### src/iora_pkg.sv
// Package for the interrupt controller register front end.
// Assumes one clock domain and a host that issues single 32-bit accesses.
package iora_pkg;

  // ==========================================================
  // Configuration header offsets
  localparam logic [7:0] IORA_CFG_CMD = 8'h04;
  localparam logic [7:0] IORA_CFG_CLASS = 8'h08;
  localparam logic [7:0] IORA_CFG_BAR_LO = 8'h10;
  localparam logic [7:0] IORA_CFG_BAR_HI = 8'h14;

  // ==========================================================
  // Command word fields and constant parts
  localparam int IORA_CMD_MEM_BIT = 1;
  localparam int IORA_CMD_MST_BIT = 2;
  localparam logic [31:0] IORA_CMD_FIXED = 32'h0200_0000;
  localparam logic [23:0] IORA_CLASS_CODE = 24'h08_0010;
  // Revision code, value arbitrary
  localparam logic [7:0] IORA_REVISION = 8'hA5;

  // ==========================================================
  // Base address register layout
  localparam int IORA_BAR_LSB = 12;
  localparam logic [11:0] IORA_BAR_LOW_BITS = 12'h004;
  localparam logic [51:0] IORA_BAR_RESET = 52'h0_0000_0000_0000;

  // ==========================================================
  // Memory window offsets
  localparam logic [11:0] IORA_WIN_SELECT = 12'h000;
  localparam logic [11:0] IORA_WIN_DATA = 12'h010;

  // ==========================================================
  // Internal indices and fields
  localparam logic [7:0] IORA_IDX_ID = 8'h00;
  localparam logic [7:0] IORA_IDX_VER = 8'h01;
  localparam logic [7:0] IORA_IDX_RTE_BASE = 8'h10;
  localparam int IORA_NUM_SRC = 10;
  localparam logic [7:0] IORA_MAX_ENTRY = 8'h09;
  // Implementation version code, value arbitrary
  localparam logic [7:0] IORA_IMPL_VERSION = 8'h5A;
  localparam int IORA_ID_LSB = 24;
  localparam int IORA_RTE_MASK_BIT = 16;
  localparam int IORA_RTE_POL_BIT = 13;
  localparam logic [63:0] IORA_RTE_RESET = 64'h0000_0000_0001_0000;
  // Writable bits of an entry: 63:32, 16, 15, 13, 11:0
  localparam logic [63:0] IORA_RTE_WMASK = 64'hFFFF_FFFF_0001_AFFF;

  // ==========================================================
  // Request carriers
  typedef struct packed {
    logic valid;
    logic write;
    logic [7:0] addr;
    logic [31:0] wdata;
  } iora_cfg_req_t;

  typedef struct packed {
    logic valid;
    logic write;
    logic [63:0] addr;
    logic [31:0] wdata;
  } iora_mem_req_t;

endpackage

### src/iora_top.sv
// Configuration header, memory window and indirect registers of the
// interrupt controller, plus message launch for its ten sources.
// Assumes requests are synchronous to i_mclk and one cycle each.
//
// Contract
// - Messages only while master enable set
// - Window decoded only while memory enable set
// - Base address bits 63:12 writable, reset zero
// - Base address low bits read constant 004h
// - Internal registers reached via select/window only
// - Select holds 8-bit index, upper bits zero
// - Window access hits register named by index
// - Index 00h holds 4-bit identifier, bits 27:24
// - Version word bits 23:16 read 09h
// - Exactly ten sources, one entry each
// - Version bits 7:0 fixed code, bits 31:24 and 15:8 zero
// - Entry mask bit 16 resets set, blocks
// - Function present only in two-function mode
`timescale 1ns/1ns
module iora_top
  import iora_pkg::*;
(
  // Clock and reset
  input wire logic i_mclk,
  input wire logic i_sys_rst,
  // Bridge mode
  input wire logic i_two_function_mode,
  // Configuration access
  input wire iora_cfg_req_t i_cfg_req,
  output logic o_cfg_claim,
  output logic o_cfg_rvalid,
  output logic [31:0] o_cfg_rdata,
  // Memory access
  input wire iora_mem_req_t i_mem_req,
  output logic o_mem_claim,
  output logic o_mem_rvalid,
  output logic [31:0] o_mem_rdata,
  // Interrupt sources
  input wire logic [IORA_NUM_SRC-1:0] i_irq_src,
  // Interrupt message out
  output logic o_msg_valid,
  output logic [3:0] o_msg_source,
  output logic [63:0] o_msg_entry
);

  // ==========================================================
  // State
  logic mem_en_r; // Memory decode enable
  logic mst_en_r; // Message mastering enable
  logic [51:0] bar_r; // Window base, bits 63:12
  logic [7:0] sel_r; // Indirect index
  logic [3:0] id_r; // Controller identifier
  logic [63:0] rte_r [IORA_NUM_SRC]; // Redirection entries
  logic [IORA_NUM_SRC-1:0] src_q_r; // Previous asserted levels
  logic [IORA_NUM_SRC-1:0] pend_r; // Edges waiting to be sent

  // Internal index to entry number and half; returns valid flag
  function automatic logic rte_decode(input logic [7:0] idx,
                                      output logic [3:0] ent,
                                      output logic hi);
    logic [7:0] off;
    off = idx - IORA_IDX_RTE_BASE;
    ent = off[4:1];
    hi = off[0];
    return (idx >= IORA_IDX_RTE_BASE) &&
           (off < 8'(2 * IORA_NUM_SRC));
  endfunction

  // ==========================================================
  // Decode
  logic mem_hit; // Access lands in our window
  logic win_sel; // Select register hit
  logic win_dat; // Data window hit
  logic [3:0] ent; // Entry addressed by index
  logic ent_hi; // Upper half of entry
  logic ent_ok; // Index names an entry
  logic [31:0] ind_rd; // Indirect read value

  // Window decode gated by mode and memory enable
  always_comb begin
    mem_hit = i_mem_req.valid && i_two_function_mode &&
              mem_en_r &&
              (i_mem_req.addr[63:IORA_BAR_LSB] == bar_r);
    win_sel = mem_hit &&
              (i_mem_req.addr[11:0] == IORA_WIN_SELECT);
    win_dat = mem_hit &&
              (i_mem_req.addr[11:0] == IORA_WIN_DATA);
  end

  // Indirect read mux
  always_comb begin
    ind_rd = 32'h0000_0000;
    ent_ok = rte_decode(sel_r, ent, ent_hi);
    if (sel_r == IORA_IDX_ID) begin
      ind_rd[IORA_ID_LSB+3:IORA_ID_LSB] = id_r;
    end else if (sel_r == IORA_IDX_VER) begin
      ind_rd = {8'h00, IORA_MAX_ENTRY, 8'h00,
                IORA_IMPL_VERSION};
    end else if (ent_ok) begin
      ind_rd = ent_hi ? rte_r[ent][63:32] : rte_r[ent][31:0];
    end
  end

  assign o_mem_claim = mem_hit;
  assign o_cfg_claim = i_cfg_req.valid && i_two_function_mode;

  // ==========================================================
  // Configuration header writes
  always_ff @(posedge i_mclk or posedge i_sys_rst) begin
    if (i_sys_rst) begin
      mem_en_r <= 1'b0;
      mst_en_r <= 1'b0;
      bar_r <= IORA_BAR_RESET;
    end else if (o_cfg_claim && i_cfg_req.write) begin
      case (i_cfg_req.addr)
        IORA_CFG_CMD: begin
          mem_en_r <= i_cfg_req.wdata[IORA_CMD_MEM_BIT];
          mst_en_r <= i_cfg_req.wdata[IORA_CMD_MST_BIT];
        end
        IORA_CFG_BAR_LO: begin
          bar_r[19:0] <= i_cfg_req.wdata[31:12];
        end
        IORA_CFG_BAR_HI: begin
          bar_r[51:20] <= i_cfg_req.wdata;
        end
        default: begin
        end
      endcase
    end
  end

  // Configuration read answer, one cycle later
  always_ff @(posedge i_mclk or posedge i_sys_rst) begin
    if (i_sys_rst) begin
      o_cfg_rvalid <= 1'b0;
      o_cfg_rdata <= 32'h0000_0000;
    end else begin
      o_cfg_rvalid <= o_cfg_claim && !i_cfg_req.write;
      if (o_cfg_claim && !i_cfg_req.write) begin
        case (i_cfg_req.addr)
          IORA_CFG_CMD: o_cfg_rdata <= IORA_CMD_FIXED |
            {29'h0, mst_en_r, mem_en_r, 1'b0};
          IORA_CFG_CLASS: o_cfg_rdata <= {IORA_CLASS_CODE, IORA_REVISION};
          IORA_CFG_BAR_LO: begin
            o_cfg_rdata <= {bar_r[19:0], IORA_BAR_LOW_BITS};
          end
          IORA_CFG_BAR_HI: o_cfg_rdata <= bar_r[51:20];
          default: o_cfg_rdata <= 32'h0000_0000;
        endcase
      end
    end
  end

  // ==========================================================
  // Select and identifier writes
  always_ff @(posedge i_mclk or posedge i_sys_rst) begin
    if (i_sys_rst) begin
      sel_r <= 8'h00;
      id_r <= 4'h0;
    end else if (i_mem_req.write) begin
      if (win_sel) begin
        sel_r <= i_mem_req.wdata[7:0];
      end else if (win_dat && sel_r == IORA_IDX_ID) begin
        id_r <= i_mem_req.wdata[IORA_ID_LSB+3:IORA_ID_LSB];
      end
    end
  end

  // Redirection entry writes through the data window
  always_ff @(posedge i_mclk or posedge i_sys_rst) begin
    if (i_sys_rst) begin
      for (int i = 0; i < IORA_NUM_SRC; i++) begin
        rte_r[i] <= IORA_RTE_RESET;
      end
    end else if (win_dat && i_mem_req.write && ent_ok) begin
      if (ent_hi) begin
        rte_r[ent][63:32] <= i_mem_req.wdata;
      end else begin
        rte_r[ent][31:0] <= (i_mem_req.wdata & IORA_RTE_WMASK[31:0]) |
                            (rte_r[ent][31:0] & ~IORA_RTE_WMASK[31:0]);
      end
    end
  end

  // Memory read answer, one cycle later
  always_ff @(posedge i_mclk or posedge i_sys_rst) begin
    if (i_sys_rst) begin
      o_mem_rvalid <= 1'b0;
      o_mem_rdata <= 32'h0000_0000;
    end else begin
      o_mem_rvalid <= mem_hit && !i_mem_req.write;
      if (mem_hit && !i_mem_req.write) begin
        if (win_sel) begin
          o_mem_rdata <= {24'h00_0000, sel_r};
        end else if (win_dat) begin
          o_mem_rdata <= ind_rd;
        end else begin
          o_mem_rdata <= 32'h0000_0000;
        end
      end
    end
  end

  // ==========================================================
  // Source edge capture
  logic [IORA_NUM_SRC-1:0] src_act; // Levels after polarity
  logic [IORA_NUM_SRC-1:0] src_edge; // Newly asserted, unmasked
  logic [IORA_NUM_SRC-1:0] send_oh; // Lowest pending one-hot
  logic [3:0] send_idx; // Lowest pending number
  logic [IORA_NUM_SRC-1:0] pend_ok; // Pending and still unmasked

  always_comb begin
    send_idx = 4'h0;
    send_oh = '0;
    for (int i = 0; i < IORA_NUM_SRC; i++) begin
      src_act[i] = i_irq_src[i] ^ rte_r[i][IORA_RTE_POL_BIT];
      src_edge[i] = src_act[i] && !src_q_r[i] &&
                    !rte_r[i][IORA_RTE_MASK_BIT];
      // Masking after capture still blocks the send
      pend_ok[i] = pend_r[i] && !rte_r[i][IORA_RTE_MASK_BIT];
    end
    for (int i = IORA_NUM_SRC - 1; i >= 0; i--) begin
      if (pend_ok[i]) begin
        send_idx = 4'(i);
        send_oh = '0;
        send_oh[i] = 1'b1;
      end
    end
  end

  // Pending flags; a new edge wins over the send clear
  always_ff @(posedge i_mclk or posedge i_sys_rst) begin
    if (i_sys_rst) begin
      src_q_r <= '0;
      pend_r <= '0;
    end else begin
      src_q_r <= src_act;
      pend_r <= (pend_ok & ~((mst_en_r && i_two_function_mode) ?
                 send_oh : '0)) | src_edge;
    end
  end

  // Message launch, one per cycle
  always_ff @(posedge i_mclk or posedge i_sys_rst) begin
    if (i_sys_rst) begin
      o_msg_valid <= 1'b0;
      o_msg_source <= 4'h0;
      o_msg_entry <= 64'h0;
    end else begin
      o_msg_valid <= mst_en_r && i_two_function_mode && |pend_ok;
      if (mst_en_r && i_two_function_mode && |pend_ok) begin
        o_msg_source <= send_idx;
        o_msg_entry <= rte_r[send_idx];
      end
    end
  end

endmodule

### config.mk
export PLATFORM = sky130hd
export DESIGN_NAME = iora_top
export DESIGN_NICKNAME = d
export VERILOG_FILES = /design/src/iora_pkg.sv /design/src/iora_top.sv
export SDC_FILE = /design/constraint.sdc
export NUM_CORES = 2
export LEC_CHECK = 0
export BUFFER_PORTS_ARGS = -buffer_cell sky130_fd_sc_hd__buf_4
export CORE_ASPECT_RATIO = 0.75
export CORE_MARGIN = 3
export CORE_UTILIZATION = 66
export CTS_CLUSTER_DIAMETER = 150
export DETAILED_ROUTE_END_ITERATION = 10
export PLACE_DENSITY_LB_ADDON = 0.15
export SLEW_MARGIN = 20
export SYNTH_ARGS = -nofsm -noshare
export SYNTH_HDL_FRONTEND = slang
export SYNTH_SLANG_ARGS = --single-unit
export TNS_END_PERCENT = 10
### constraint.sdc
create_clock -name i_mclk -period 44.5 [get_ports i_mclk]
set_input_delay 2.225 -clock i_mclk [delete_from_list [all_inputs] [get_ports i_mclk]]
set_output_delay 2.225 -clock i_mclk [all_outputs]
set_load 0.03 [all_outputs]
Word level (Yosys, flattened, before mapping)
Cells that the tools add are included.
Widths: inputs -> output; s select.
- add/sub/neg operators: 1
- multipliers: 0
- divide/modulo/power cells: 0
- magnitude comparators: 5
- equal/unequal tests: 7
- shifts and indexed selects: 0
- mux-type cells: 43
- bitwise gates (word level): 17
- reduce and logical (&&, ||, !) cells: 76
- operators with widths (operator ; count):
    $bwmux 640 ; 2
    $mux 640 ; 1
    $bmux 64 s4 ; 2
    $demux 64 s4 ; 2
    $mux 64 ; 5
    $mux 32 ; 6
    $pmux 32 s4 ; 1
    $mux 10 ; 11
    $eq 52x52->1 ; 1
    $mux 4 ; 12
    $logic_and 1x1->1 ; 46
    $or 17x32->32 ; 1
    $mux 24 ; 1
    $logic_not 1->1 ; 22
    $eq 8x5->1 const B ; 2
    $eq 12x5->1 const B ; 1
    $logic_not 12->1 ; 1
    $and 10x10->10 ; 1
    $ge 5x5->1 const B ; 2
    $not 10->10 ; 1
    $not 4->5 ; 2
    $or 10x10->10 ; 1
    $reduce_or 10->1 ; 1
    $xor 1x1->1 ; 10
    11 further kinds ; 14
- register bits after elaboration: 861
- latch bits: 0
- memory bits (writable): 0
- ROM bits: 0
- input bits: 153
- logic and storage cells: 174
- memories kept: 0

Longest topological paths before layout
- depth in word-level cells: 16
- mapped depth: 13
- depth with buffers taken out: 9

Worst setup path after synthesis
Ideal clock, no wire load.
- path kind: input port to output port
- start point: in i_mem_req[60] in the netlist's numbering
- end point: out o_mem_claim
- data arrival time: 3.437 ns
- data required time: 42.275 ns
- path slack: 38.838 ns
- stages on the path: 4
- cell sequence: xor2_1 -> nor4_1 -> nand4_1 -> nor4_4
- cells in the longest elaborated chain, start to end: 2
- ends and longest elaborated chain (what ; line ; source):
    from (decl) ; iora_top.sv:34 ; input wire iora_mem_req_t i_mem_req,
    $eq 52x52->1 ; iora_top.sv:83 ; (i_mem_req.addr[63:IORA_BAR_LSB] == bar_r);
    $logic_and 1x1->1 ; iora_top.sv:82 ; mem_en_r &&
    to (decl) ; iora_top.sv:35 ; output logic o_mem_claim,
No other way between the ends.

Final worst setup path
- start point: in i_mem_req[74] in the netlist's numbering
- end point: out o_mem_claim
The elaborated chain is that of the path after synthesis.

==> results.txt <==
The flow ran to the end, and the final reports show no timing, DRC or antenna violations. The XOR/XNOR share of the synthesized area is 0.0131. The placement row count came out at 79.

The critical path's largest stage delay is 700 ps. The biggest fanout along the worst timing path is 4. The core footprint is 62500 sq um. The share of total power dissipated in combinational logic is 0.044. The upper clock frequency limit came out at 155 MHz.

The setup TNS is 0 ps. The adder and majority cell fraction of the synthesized area is 0.000893. The detailed-routing wirelength on met1 is 52000 um. For the worst flop-to-flop path, the logic depth is 8. The fraction of the mapped netlist area in simple logic gates is 0.0521. The clock period minus worst slack is 6460 ps. For this configuration, the core starts out at a cell density of 0.673. The post-synthesis compound-gate area fraction came out at 0.0938. At the pin with the least slew margin, the transition time is 1250 ps. The critical path depth in cells came out at 6. The max-capacitance violation count came out at 0. The clock root buffer master is sky130_fd_sc_hd__clkbuf_16. The via count came out at 30154. Of the total power, the share spent switching nets is 0.226.

In the final layout, the share of cells above drive strength 1 is 0.376. The number of global-route vias before repair came out at 31008. Counting both buffers and inverters, the worst setup path holds a total of 2. The die is 225 um tall. Setup violations remaining at the end of the flow were counted as 0. In this run the power density over the cells is 33.9 nW/um^2.

The post-synthesis to final-layout area growth is 11.5%. The detailed placer's ending HPWL is 81200 um. The internal power consumption came out at 1.23 mW.

The total global routing overflow is 0. The placer's final routability congestion estimate is 0.940. After detailed routing, no signal wire sits above met4. The critical path is of the in -> out type. After synthesis, the largest family of logic cells by area is multiplexers. The register area came out at 21600 sq um. Synthesis produced a netlist with a net count of 3490. The I/O pin count came out at 290. The first global-routing pass estimated 195000 um of wire. The worst ir drop on vdd came out at 0.0408 mV. For this run, design rule violations remaining after detail routing come to 0. Counting flops with a built-in enable in the synthesized netlist gives 0. The register area share after synthesis is 0.513. The maximum root-to-sink buffer count came out at 3. The most instantiated flip-flop cell in the synthesis netlist is sky130_fd_sc_hd__dfrtp_1. The number of synthesized register bits is 861.

The clock transition at the registers of the reported paths is 60 ps. The overall track demand over capacity in global routing came out at 0.386. The number of nets in the final layout is 3473. The total net switching power is 359 uW. The headroom to the max-slew limit is 0.159. The share of flip-flops with an asynchronous set or reset is 1.00. The number of DRC markers after the initial detailed-route iteration came out at 3671. The number of endpoints with negative hold slack in the final report came to 0. The number of buffers added for setup after CTS is 0. The maximum number of pins on one net before global-route repair is 183. For this design, the slowest cell found on the critical path is sky130_fd_sc_hd__nor4_4. The proportion of power drawn by flip-flops and latches came out at 0.498. STA classifies the critical path endpoint as an output pin.

The length of the first detailed-routing pass in iterations came out at 7. The most common cell after layout, fill and taps aside is sky130_fd_sc_hd__dfrtp_1. In the routed layout, each cell is associated on average with a via count of 7.12. The average cell area after synthesis came out at 12.6 sq um. The routed wire length came out at 130000 um.

Of the available clock period, the critical path in the final layout requires 0.145. Setup repair after global routing left no endpoint under its margin. The length of routed met3 wiring is 15000 um.

The worst path required time came out at 42270 ps. The worst setup skew after layout is 25.8 ps. The count of clock tree sinks came out at 861. The number of max-slew violations in the final report came out at 0. The share of total power in the clock network is 0.458. The number of warnings issued by yosys came out at 0. The path class of the tightest hold or removal check is reg -> reg.

Buffers placed on the I/O ports in this run total 289. The final core utilization is 0.750. The number of antenna violations at the first check in global routing came out at 1. The TritonCTS clock tree is built. The static power due to leakage is 23.2 nW. The multi-input gate area in the final layout came out at 18700 sq um.

The cell count of the worst hold path is 0. The horizontal die dimension came out at 297 um. The cell area after synthesis is 42000 sq um. After detailed routing, the average wire length per cell comes to 30.6 um. Counting the fill cells in the layout gives 3941.

In this design, the largest share of critical-path delay is due to simple AND/OR/NAND/NOR gates. The library cells used most frequently in the layout, excluding fill and tap cells, are 847 x sky130_fd_sc_hd__dfrtp_1, 619 x sky130_fd_sc_hd__mux2_2, 347 x sky130_fd_sc_hd__buf_4. The signal on the critical path passes through buf_4, xor2_1, nor4_1, nand4_1, nor4_4, buf_4. The distinct cell type count after synthesis is 61.

The die covers 66800 sq um. After clock tree synthesis, the repair step resized 0 gates. The depth of the CTS H-tree came out at 3. The cell count after synthesis came out at 3334. Data on the critical path arrives at its endpoint at 4240 ps. The clock latency at the later pin of the worst-skew pair is 640 ps. The total inserted antenna cells is 0. Detailed routing placed a total of 57100 um of wire on met2. The worst setup path is launched from an input pin.

The post-synthesis mux area share came out at 0.282. The number of antenna-violating nets in the routed design came out at 0. In this design, the critical path's most frequently occurring cell is sky130_fd_sc_hd__buf_4. The number of hold buffers added after CTS was 0.

Buffers inserted during clock tree synthesis total 82.
==> state kept, by name, summed over array words and instances, names as in the netlist, 8 cells and up <==
register,count
pend_r,10
o_cfg_rdata,32
sel_r,8
o_mem_rdata,32
src_q_r,10
o_msg_entry,64
bar_r,52
rte_r,640
==> power groups by stage <==
stage | Combinational (mW) | Sequential [mW] | Clock [mW]
6_report | 0.0707 | 0.792 | 0.729
2_1_floorplan | 0.0334 | 0.812 | 0
5_1_grt | 0.0767 | 0.792 | 0.765
4_1_cts | 0.0707 | 0.792 | 0.733
3_3_place_gp | 0.0688 | 0.806 | 0
3_5_place_dp | 0.0702 | 0.806 | 0
==> layout make-up <==
class / instances / share of cell area
sequential: 861 / 0.460
multi-input combinational: 2005 / 0.399
timing repair buffer: 352 / 0.0575
clock buffer: 125 / 0.0520
tap: 850 / 0.0227
clock inverter: 27 / 0.00763
inverter: 15 / 0.00136
==> metrics by stage <==
| step | power [mW] | hold WS, ps | setup WS (ps) | std cells | cell area [sq um] |
|---|---|---|---|---|---|
| after floorplan | 0.845 | 440 | 18100 | 3334 | 42000 |
| after global placement | 0.875 | 376 | 38020 | 4082 | 44000 |
| after detailed placement | 0.876 | 383 | 38060 | 4082 | 44000 |
| after CTS | 1.60 | 396 | 38040 | 4234 | 46800 |
| after global routing | 1.63 | 406 | 37970 | 4235 | 46900 |
| final | 1.59 | 394 | 38040 | 4235 | 46900 |
==> routing by layer <==
metal / GRT usage / vias up
li1: - / 12295
met4: 0.155 / 0
met3: 0.109 / 377
met1: 0.549 / 15515
met2: 0.569 / 1967
met5: 0 / -
==> Yosys cell counts (31+ instances only) <==
cell type                  instances  area (sq um)
sky130_fd_sc_hd__buf_2            69           345
sky130_fd_sc_hd__dfrtp_1         851         21300
sky130_fd_sc_hd__xor2_1           63           552
sky130_fd_sc_hd__o22ai_1         105           657
sky130_fd_sc_hd__a211o_1          47           412
sky130_fd_sc_hd__nor3_1           59           295
sky130_fd_sc_hd__a21oi_1          48           240
sky130_fd_sc_hd__nor2_1           95           357
sky130_fd_sc_hd__clkbuf_1        325          1220
sky130_fd_sc_hd__buf_1            49           184
sky130_fd_sc_hd__mux2i_1         200          2000
sky130_fd_sc_hd__o31ai_1          37           278
sky130_fd_sc_hd__nand2_1         153           574
sky130_fd_sc_hd__mux2_2          619          6970
sky130_fd_sc_hd__nor4_1           31           194
sky130_fd_sc_hd__mux4_2          124          2790
sky130_fd_sc_hd__a22oi_1          33           248
sky130_fd_sc_hd__a221oi_1        107           937
sky130_fd_sc_hd__o21ai_0          67           335
==> kinds of logic after synthesis <==
group,Yosys count
compound gates,548
xor+xnor,63
fa+ha+maj,3
buf+inv,468
flops,861
mux,950
simple gates,441
==> path summary, 6_finish.rpt <==
kind                                              from                     endpoint  slack, ps
max in group asynchronous                    i_sys_rst  o_mem_rdata[13]$_DFFE_PP0P_      39680
worst min register to register  rte_r[217]$_DFFE_PP0P_       rte_r[217]$_DFFE_PP0P_        390
worst min-delay path            rte_r[217]$_DFFE_PP0P_       rte_r[217]$_DFFE_PP0P_        390
min in group asynchronous                    i_sys_rst       rte_r[283]$_DFFE_PP0P_       1790
worst max register to register    sel_r[1]$_DFFE_PP0P_  o_mem_rdata[19]$_DFFE_PP0P_      39590
worst max-delay path                     i_mem_req[74]                  o_mem_claim      38040
==> worst reg2reg max path: cells and delay by family (launching register included) <==
family,cells,cell delay (ps)
AO/OA/AOI/OAI,4,1760
flip-flops,1,770
AND/OR/NAND/NOR,2,1190
buffers and inverters,2,1090
Power figures use the tool's default switching activity.
